**config.mk**
```make
export PLATFORM = sky130hd
export DESIGN_NAME = sfsf_select_framing
export DESIGN_NICKNAME = d
export VERILOG_FILES = /design/src/hdl/sfsf_pkg.sv /design/src/hdl/sfsf_select_framing.sv /design/src/hdl/sfsf_fifo.sv
export SDC_FILE = /design/constraint.sdc
export NUM_CORES = 1
export LEC_CHECK = 0
export BUFFER_PORTS_ARGS = -buffer_cell sky130_fd_sc_hd__buf_4
export CORE_MARGIN = 1
export CORE_UTILIZATION = 45
export CTS_CLUSTER_SIZE = 10
export DETAILED_ROUTE_END_ITERATION = 8
export GPL_TIMING_DRIVEN = 0
export PLACE_DENSITY_LB_ADDON = 0.1
export RECOVER_POWER = 25
export REMOVE_ABC_BUFFERS = 1
export SYNTH_ARGS = -nofsm -noshare
export SYNTH_HDL_FRONTEND = slang
export SYNTH_SLANG_ARGS = --single-unit
```
**constraint.sdc**
```tcl
create_clock -name i_ref_clk -period 3.8 [get_ports i_ref_clk]
set_input_delay 0.76 -clock i_ref_clk [delete_from_list [all_inputs] [get_ports i_ref_clk]]
set_output_delay 0.76 -clock i_ref_clk [all_outputs]
set_load 0.1 [all_outputs]
```
**src/hdl/sfsf_pkg.sv**
```systemverilog
// Purpose: Shared constants and types for the serial flash select framing.
// Assumes: 100 MHz system clock samples all serial pins.
// Notes:   Page geometry and self-timed cycle length live here.
package sfsf_pkg;
   // -------------------------------------------------------------------
   // Geometry
   // -------------------------------------------------------------------
   localparam int unsigned PAGE_COUNT     = 1024;
   localparam int unsigned PAGE_STD_BYTES = 256;
   localparam int unsigned PAGE_ALT_BYTES = 264;
   localparam int unsigned PAGE_ADDR_W    = 10;
   localparam int unsigned BYTE_ADDR_W    = 9;
   // -------------------------------------------------------------------
   // Timing
   // -------------------------------------------------------------------
   localparam int unsigned CLK_MHZ        = 100;
   localparam int unsigned BUSY_TIME_US   = 100;
   localparam int unsigned BUSY_CYCLES    = BUSY_TIME_US * CLK_MHZ;
   localparam int unsigned BUSY_CNT_W     = 24;
   localparam logic [2:0]  BIT_CNT_RST    = 3'h0;
   // Command opcodes launching a self-timed cycle (arbitrary examples)
   localparam logic [7:0]  OP_PROGRAM     = 8'h82;
   localparam logic [7:0]  OP_ERASE       = 8'h81;

   // Serial pin bundle seen by the block
   typedef struct packed {
      logic sel_n;
      logic sck;
      logic sdi;
   } sfsf_pins_s;

   // Received byte with framing marker
   typedef struct packed {
      logic       first;
      logic [7:0] data;
   } sfsf_byte_s;

   typedef enum logic [1:0] {
      SFSF_STANDBY,
      SFSF_ACTIVE,
      SFSF_BUSY
   } sfsf_state_e;
endpackage : sfsf_pkg

```
**src/hdl/sfsf_select_framing.sv**
```systemverilog
// Purpose: Chip-select framing front end of a serial flash device.
// Assumes: Host drives select, clock and data in SPI mode 0 or 3.
// Notes:   Pins are oversampled by the system clock.
`timescale 1ns/10ps
`default_nettype none
module sfsf_select_framing
   import sfsf_pkg::*;
#(
   parameter int unsigned BUSY_LEN   = BUSY_CYCLES,
   parameter int unsigned FIFO_DEPTH = 16
) (
   input  wire logic                   i_ref_clk,
   input  wire logic                   i_reset,
   input  wire logic                   i_sel_n,
   input  wire logic                   i_sck,
   input  wire logic                   i_sdi,
   input  wire logic                   i_alt_page,
   input  wire logic [7:0]             i_tx_byte,
   output logic                        o_sdo,
   output logic                        o_sdo_oe_n,
   output logic                        o_busy,
   output logic                        o_active,
   output logic [BYTE_ADDR_W-1:0]      o_page_bytes,
   output logic [8:0]                  o_rx_data,
   output logic                        o_rx_valid,
   input  wire logic                   i_rx_ready,
   output logic                        o_rx_overrun
);
   // -------------------------------------------------------------------
   // Pin synchronisers
   // -------------------------------------------------------------------
   sfsf_pins_s pins_meta;
   sfsf_pins_s pins_sync;
   sfsf_pins_s pins_prev;

   // Two flops before any logic; third stage only for edge detection
   always_ff @(posedge i_ref_clk) begin
      if (i_reset) begin
         pins_meta <= '{sel_n: 1'b1, sck: 1'b0, sdi: 1'b0};
         pins_sync <= '{sel_n: 1'b1, sck: 1'b0, sdi: 1'b0};
         pins_prev <= '{sel_n: 1'b1, sck: 1'b0, sdi: 1'b0};
      end else begin
         pins_meta <= '{sel_n: i_sel_n, sck: i_sck, sdi: i_sdi};
         pins_sync <= pins_meta;
         pins_prev <= pins_sync;
      end
   end

   logic selected;
   logic sel_fall;
   logic sel_rise;
   logic sck_rise;
   logic sck_fall;

   assign selected = !pins_sync.sel_n;
   assign sel_fall = pins_prev.sel_n && !pins_sync.sel_n;
   assign sel_rise = !pins_prev.sel_n && pins_sync.sel_n;
   // Edges count only inside a frame; mode 0 or 3 idle level is moot
   assign sck_rise = selected && !sel_fall &&
                     !pins_prev.sck && pins_sync.sck;
   assign sck_fall = selected && !sel_fall &&
                     pins_prev.sck && !pins_sync.sck;

   // -------------------------------------------------------------------
   // Framing state
   // -------------------------------------------------------------------
   sfsf_state_e              state;
   sfsf_state_e              next_state;
   logic [BUSY_CNT_W-1:0]    busy_cnt;
   logic [BUSY_CNT_W-1:0]    next_busy_cnt;
   logic                     launch;
   logic                     next_launch;
   logic [2:0]               bit_cnt;
   logic [2:0]               next_bit_cnt;
   logic [7:0]               shift_in;
   logic [7:0]               next_shift_in;
   logic                     first_byte;
   logic                     next_first_byte;
   logic [7:0]               shift_out;
   logic [7:0]               next_shift_out;
   logic                     sdo;
   logic                     next_sdo;
   logic                     byte_done;
   logic [7:0]               rx_byte;
   logic                     overrun;
   logic                     next_overrun;
   logic                     fifo_ready;

   assign rx_byte   = {shift_in[6:0], pins_sync.sdi};
   assign byte_done = sck_rise && (bit_cnt == 3'h7);

   // Frame, busy timer and serial shifters
   always_comb begin
      next_state      = state;
      next_busy_cnt   = busy_cnt;
      next_launch     = launch;
      next_bit_cnt    = bit_cnt;
      next_shift_in   = shift_in;
      next_first_byte = first_byte;
      next_shift_out  = shift_out;
      next_sdo        = sdo;
      next_overrun    = overrun;
      unique case (state)
         SFSF_STANDBY: begin
            if (sel_fall) begin
               next_state      = SFSF_ACTIVE;
               next_bit_cnt    = BIT_CNT_RST;
               next_first_byte = 1'b1;
               next_launch     = 1'b0;
               next_overrun    = 1'b0;
               next_shift_out  = i_tx_byte;
               next_sdo        = i_tx_byte[7];
            end
         end
         SFSF_ACTIVE: begin
            if (sck_rise) begin
               next_shift_in = rx_byte;
               next_bit_cnt  = bit_cnt + 3'h1;
            end
            if (byte_done) begin
               next_first_byte = 1'b0;
               if (first_byte &&
                   (rx_byte == OP_PROGRAM || rx_byte == OP_ERASE)) begin
                  next_launch = 1'b1;
               end
               if (!fifo_ready) begin
                  next_overrun = 1'b1;
               end
            end
            if (sck_fall) begin
               // Reload at byte boundary so output stays byte aligned
               if (bit_cnt == 3'h0) begin
                  next_shift_out = i_tx_byte;
               end else begin
                  next_shift_out = {shift_out[6:0], 1'b0};
               end
               next_sdo = next_shift_out[7];
            end
            if (sel_rise) begin
               if (launch) begin
                  next_state    = SFSF_BUSY;
                  next_busy_cnt = BUSY_CNT_W'(BUSY_LEN - 1);
               end else begin
                  next_state    = SFSF_STANDBY;
               end
            end
         end
         SFSF_BUSY: begin
            // Host clock plays no part here
            if (busy_cnt == '0) begin
               next_state = SFSF_STANDBY;
            end else begin
               next_busy_cnt = busy_cnt - BUSY_CNT_W'(1);
            end
         end
      endcase
   end

   always_ff @(posedge i_ref_clk) begin
      if (i_reset) begin
         state      <= SFSF_STANDBY;
         busy_cnt   <= '0;
         launch     <= 1'b0;
         bit_cnt    <= BIT_CNT_RST;
         shift_in   <= 8'h00;
         first_byte <= 1'b1;
         shift_out  <= 8'h00;
         sdo        <= 1'b0;
         overrun    <= 1'b0;
      end else begin
         state      <= next_state;
         busy_cnt   <= next_busy_cnt;
         launch     <= next_launch;
         bit_cnt    <= next_bit_cnt;
         shift_in   <= next_shift_in;
         first_byte <= next_first_byte;
         shift_out  <= next_shift_out;
         sdo        <= next_sdo;
         overrun    <= next_overrun;
      end
   end

   // -------------------------------------------------------------------
   // Outputs
   // -------------------------------------------------------------------
   // Tri-state whenever the host has deselected the part
   assign o_sdo        = sdo;
   assign o_sdo_oe_n   = !(state == SFSF_ACTIVE && selected);
   assign o_active     = (state == SFSF_ACTIVE);
   assign o_busy       = (state == SFSF_BUSY);
   assign o_rx_overrun = overrun;
   // Page size select; reported on o_page_bytes only, no page buffer
   assign o_page_bytes = i_alt_page ? BYTE_ADDR_W'(PAGE_ALT_BYTES)
                                    : BYTE_ADDR_W'(PAGE_STD_BYTES);

   // -------------------------------------------------------------------
   // Received byte buffer
   // -------------------------------------------------------------------
   sfsf_byte_s rx_word;
   logic       rx_push;
   assign rx_word = '{first: first_byte, data: rx_byte};
   // Only bytes framed by an active selection enter the buffer
   assign rx_push = byte_done && (state == SFSF_ACTIVE);

   sfsf_fifo #(
      .WIDTH ($bits(sfsf_byte_s)),
      .DEPTH (FIFO_DEPTH)
   ) u_rx_fifo (
      .i_ref_clk (i_ref_clk),
      .i_reset   (i_reset),
      .i_data    (rx_word),
      .i_valid   (rx_push),
      .o_ready   (fifo_ready),
      .o_data    (o_rx_data),
      .o_valid   (o_rx_valid),
      .i_ready   (i_rx_ready)
   );
endmodule : sfsf_select_framing
`default_nettype wire

```
**src/hdl/sfsf_fifo.sv**
```systemverilog
// Purpose: Valid/ready FIFO carrying received bytes to the core.
// Assumes: Single clock, synchronous reset.
// Notes:   Depth must be a power of two.
`timescale 1ns/10ps
`default_nettype none
module sfsf_fifo #(
   parameter int unsigned WIDTH = 9,
   parameter int unsigned DEPTH = 16
) (
   input  wire logic             i_ref_clk,
   input  wire logic             i_reset,
   input  wire logic [WIDTH-1:0] i_data,
   input  wire logic             i_valid,
   output logic                  o_ready,
   output logic      [WIDTH-1:0] o_data,
   output logic                  o_valid,
   input  wire logic             i_ready
);
   localparam int unsigned AW = $clog2(DEPTH);
   logic [WIDTH-1:0] mem [DEPTH];
   logic [AW:0]      wr_ptr;
   logic [AW:0]      rd_ptr;
   logic [AW:0]      next_wr_ptr;
   logic [AW:0]      next_rd_ptr;
   logic             push;
   logic             pop;

   // -------------------------------------------------------------------
   // Pointers
   // -------------------------------------------------------------------
   // Full when pointers differ only in the wrap bit
   assign o_ready = !((wr_ptr[AW] != rd_ptr[AW]) &&
                      (wr_ptr[AW-1:0] == rd_ptr[AW-1:0]));
   assign o_valid = (wr_ptr != rd_ptr);
   assign push    = i_valid && o_ready;
   assign pop     = o_valid && i_ready;
   assign o_data  = mem[rd_ptr[AW-1:0]];

   always_comb begin
      next_wr_ptr = wr_ptr + (AW+1)'(push);
      next_rd_ptr = rd_ptr + (AW+1)'(pop);
   end

   always_ff @(posedge i_ref_clk) begin
      if (i_reset) begin
         wr_ptr <= '0;
         rd_ptr <= '0;
      end else begin
         wr_ptr <= next_wr_ptr;
         rd_ptr <= next_rd_ptr;
      end
   end

   // Storage has no reset, only written on push
   always_ff @(posedge i_ref_clk) begin
      if (push) begin
         mem[wr_ptr[AW-1:0]] <= i_data;
      end
   end
endmodule : sfsf_fifo
`default_nettype wire

```
* Word level (Yosys, flattened, before mapping) *
Memories as Yosys holds them, arrays and structs flattened. A register that Yosys moved wholly into a read port is not among the register bits.
Cells that the tools add are included.

word-level totals
  input bits = 15
  memories = 1
  register bits = 65
  RAM bits = 144
  output and inout port bits = 24
  logic and storage cells = 110

memories
  memory         depth  width  rd ports  clocked after memory_dff  wr ports  line             source
  u_rx_fifo.mem  16     9      1         1                         1         sfsf_fifo.sv:20  logic [WIDTH-1:0] mem [DEPTH];

cells by class
  reductions and logical operators = 35
  $add $sub $neg = 4
  equal/unequal tests = 18
  mux-type cells = 33

operators by type and width
  cell                                                number
  two-way mux 24 bit                                  3
  one-hot mux 24 bit (2 select lines)                 1
  logical NOT 24 bit                                  1
  subtractor 24 x 1 -> 24 bit, second input constant  1
  equality test 8 bit, second input constant          2
  != test 2 x 1 -> 1 bit, second input constant       8
  logical AND 1 bit                                   14
  two-way mux 7 bit                                   2
  one-hot mux 7 bit (2 select lines)                  1
  AND reduction 3 bit                                 4
  AND reduction 4 bit                                 3
  two-way mux 1 bit                                   11
  adder 5 x 1 -> 5 bit                                2
  two-way mux 2 bit                                   4
  two-way mux 4 bit                                   2
  two-way mux 8 bit                                   1
  one-hot mux 1 bit (2 select lines)                  4
  logical NOT 1 bit                                   7
  two-way mux 3 bit                                   2
  one-hot mux 2 bit (3 select lines)                  1
  one-hot mux 3 bit (2 select lines)                  1
  != test 5 bit                                       1
  equality test 4 bit                                 1
  != test 2 bit, second input constant                2
  other kinds (10)                                    11

* Longest topological paths before layout *
  word-level depth = 11
  depth in mapped cells = 11
  gate-level depth less buffers = 10

* Modules after synthesis *
From an unflattened synthesis, not the netlist that was laid out.

second synthesis, totals
  cells, all modules = 633
  area, all modules = 8,949.8 µm²

by module, submodules not included
  module               times used  cells each  area an instance (µm²)
  sfsf_fifo            1           318         6,208.5
  sfsf_select_framing  1           315         2,741.4

* Least setup slack after synthesis *
No wires, ideal clock.

  path type = register -> register
  start = register state[1]
  end = memory u_rx_fifo.mem[0][0] (enable)
  stages on the path, launching flop included = 9
  required time = 3.411 ns
  setup time = 0.389 ns
  arrival = 3.287 ns
  slack = 0.124 ns
  cells stage by stage = dfxtp_1 inv_1 ha_1 buf_2 nor4b_1 nand3_1 a21oi_1 nor3b_1 nor3b_1

between the ends
  word-level cells in the longest chain between the ends = 5

RTL lines
  what                                     line                        source
  from (decl)                              sfsf_select_framing.sv:67   sfsf_state_e state;
  from (signal assigned)                   sfsf_select_framing.sv:171  state <= next_state;
  equality test 2 x 1 -> 1 bit             n/a
  via o_active                             sfsf_select_framing.sv:22   output logic o_active,
  logical AND 1 bit                        sfsf_select_framing.sv:203  assign rx_push = byte_done && (state == SFSF_ACTIVE);
  logical AND 1 bit                        sfsf_fifo.sv:35             assign push = i_valid && o_ready;
  two-way mux 1 bit                        sfsf_fifo.sv:56             if (push) begin
  two-way mux 1 bit (not written as such)  sfsf_fifo.sv:57             mem[wr_ptr[AW-1:0]] <= i_data;
  to (decl)                                sfsf_fifo.sv:20

The timed path passes the listed nets, and every way through them passes these cells.

==> impl_metrics.yaml <==
setup_path:
  crit_path_max_incr_delay_ns: 0.87
  cpMostUsedCell: "mux4_2"
  rr_startpoint: "state[1]$_SDFFE_PP0P_"
  crit_path_end_kind: "output pin"
  start_kind: "flop"
  critPathBufInv: 1
  crit_type: "reg -> out"
  required_ns: 3.04
  crit_chain: "mux4_2 -> mux4_2 -> buf_4"
  crit_arrival_ns: 2.77
  timing.rr.end: "u_rx_fifo.mem[2][6]$_DFFE_PP_"
  crit_family: "multiplexers"
  slowest_stage: "dfxtp_4"
  r2r_cells: 7
  cp_max_fo: 38
  reg2reg_slack_ns: 0.50
drt:
  drtIter0Drc: 178
  dr.pass1.iters: 4
  via_per_inst: 5.59
  drc_errors: 0
  vias: 4669
  routed_wl_um: 16300
  ant_nets: 0
  wire_per_inst_um: 19.5
pwr:
  power.switching_mw: 1.56
  power_density_mw_per_mm2: 580
  swShare_pct: 27.6
  internal_power_mw: 4.09
  leakage_nw: 3.39
  total_power_mw: 5.66
  irDropWorstVdd_v: 0.000465
  combPwrFrac_pct: 17.8
  pwr-share-clk_pct: 36.0
  seq_power_share_pct: 46.2
min_path:
  holdPathEnd: "pins_sync[2]$_SDFF_PP1_"
  hp-class: "reg -> reg"
  min_path_cells: 1
  worstHoldStart: "pins_meta[2]$_SDFF_PP1_"
global_route:
  antenna_found_initial: 0
  grt_max_degree: 51
  track_usage_pct: 17.2
  overflow: 0
  gr-max-usage-layer: "met2"
  use_met2_pct: 30.5
  grt_use_met1_pct: 21.5
  grt_pass1_wl_um: 26000
  grt_util_met3_pct: 2.62
  grt_pass1_vias: 4801
layout:
  nNetsFinal: 620
  postLayoutCoreUtil_pct: 52.0
  final_common_cell: "edfxtp_1"
  fin_area_mm2: 0.00976
  area_growth_pct: 12.8
  fill_cells: 1576
  drive_gt1_share_pct: 21.6
  instances_no_fill: 835
  layout_common_cells: "edfxtp_1 (144), dfxtp_1 (63), nor2_1 (50)"
  antenna_cells: 0
sta:
  fin_worst_skew_ns: 0.0110
  worstMarginPinSlew_ns: 2.14
  fin_crit_ns: 3.53
  rsz0062_at_grt: "no"
  hold_viol: 0
  setup_viol: 0
  setup_tns_ns: 0
  slew_headroom_pct: -42.5
  maxSlewViolCount: 51
  post-route-period-util_pct: 92.9
  fmax_mhz: 283
synth:
  ys_seq_area_share_pct: 65.1
  ys_ff_latch: 209
  synth_area_leader_cell: "edfxtp_1"
  synth-edff-count: 144
  synthFlopType: "edfxtp_1"
  yosysWarnings: 0
  avgSynthCellArea_um2: 15.3
  synth_top_area_share_pct: 50.0
  ys_types: 56
  synthCells: 565
  async_reset_ff_share_pct: 0
  netlist_area_mm2: 0.00865
  yosys-top-cells-area: "edfxtp_1 (50%), dfxtp_1 (15%), mux4_2 (12%)"
clocking:
  numCtsBuffers: 25
  htree_levels: 1
  clkSinkCount: 209
  ctsLongestPathBuffers: 3
  clk_pin_slew_ns: 0.05
  cts_resized: 0
  clkLatencyLatePin_ns: 0.51
  cts_tree: "yes"
  cts_hold_buf: 0
  post_cts_buffers: 0
  clockRootBuffer: "clkbuf_16"
placement:
  dp_hpwl_um: 10400
  dpl_cell_area_mm2: 0.00907
  dp.cells: 800
  numPortBuffers: 28
  place_congestion: 0.805
floorplanning:
  dieArea_mm2: 0.0198
  num_io_pins: 39
  placementRows: 50
  die_width_um: 141
  initial_core_util_pct: 46.1
  core-area_mm2: 0.0188
  die-height_um: 141
job:
  drv_cap: 1
status:
  outcome: "finished, violations left"
  failed_checks: "capacitance limit, slew limit"
[per-stage QoR]
step                hold WS [ns]  worst slack [ns]
CTS                        0.418             0.121
finish                     0.412             0.272
floorplan                  0.389            -0.301
detailed placement         0.403             0.135
global route               0.427             0.120
global placement           0.395             -1.51
[metal layers]
layer | part of all wire [%] | wire [um] | vias to the layer above
met3 | 4.2 | 677 | 35
met2 | 51 | 8250 | 106
met5 | 0 | 0 | -
met1 | 42 | 6890 | 2321
met4 | 2.7 | 446 | 0
li1 | - | - | 2207
[area by class of cell]
class | instances | area (um^2) | area share, %
clock inverter | 2 | 17.5 | 0.180
timing repair buffer | 31 | 256 | 2.63
clock buffer | 33 | 666 | 6.82
tap | 234 | 293 | 3.00
inverter | 12 | 45.0 | 0.462
multi-input combinational | 314 | 2850 | 29.2
sequential | 209 | 5630 | 57.7
[power groups by stage]
stage	combinational, mW	clock [mW]	sequential, mW
finish	1.00	2.04	2.61
global route	1.12	2.18	2.63
CTS	1.01	2.09	2.61
detailed placement	1.00	0	2.66
global placement	0.972	0	2.65
floorplan	0.796	0	2.64
[sequential cells by signal, summed over array words and instances (netlist names)]
register / flops
pins_meta: 3
o_rx_overrun: 1
first_byte: 1
o_sdo: 1
state: 2
pins_prev: 2
bit_cnt: 3
u_rx_fifo.rd_ptr: 5
shift_in: 7
u_rx_fifo.mem: 144
pins_sync: 3
busy_cnt: 24
launch: 1
u_rx_fifo.wr_ptr: 5
shift_out: 7
[how the worst max path moves through the flow]
stage	from	end	slack [ns]	depth (start not counted)
after floorplan	u_rx_fifo.rd_ptr[0]$_SDFF_PP0_	u_rx_fifo.rd_ptr[4]$_SDFF_PP0_	-0.30	9
after global placement	u_rx_fifo.rd_ptr[0]$_SDFF_PP0_	u_rx_fifo.mem[0][5]$_DFFE_PP_	-1.51	5
after detailed placement	state[1]$_SDFFE_PP0P_	u_rx_fifo.mem[2][7]$_DFFE_PP_	0.13	7
after CTS	state[1]$_SDFFE_PP0P_	u_rx_fifo.mem[2][4]$_DFFE_PP_	0.12	7
after global routing	u_rx_fifo.rd_ptr[0]$_SDFF_PP0_	o_rx_data[7]	0.12	3
final	u_rx_fifo.rd_ptr[0]$_SDFF_PP0_	o_rx_data[2]	0.27	3
[kinds of logic (layout without fill, tap and decap cells)]
family	after synthesis	after routing	share of synthesized area (%)
xor+xnor	19	19	1.92
flops	209	209	65.1
mux	62	62	13.7
simple gates	153	153	9.94
compound gates	60	60	4.96
other cells	2	8	0.0869
buf+inv	48	78	2.58
fa+ha+maj	12	12	1.74
[cell usage after synthesis, drive strengths merged (5+ instances only)]
master	n
edfxtp	144
dfxtp	65
nor2	50
mux4	45
buf	22
a21oi	21
mux2i	16
xor2	16
clkbuf	14
nor2b	14
ha	12
inv	12
nor3	12
o21ai	12
nand2b	10
nand3	9
nand2	8
or3	8
or4	8
a211oi	7
nand3b	5
nand4	5
Power figures use the tool's default switching activity.
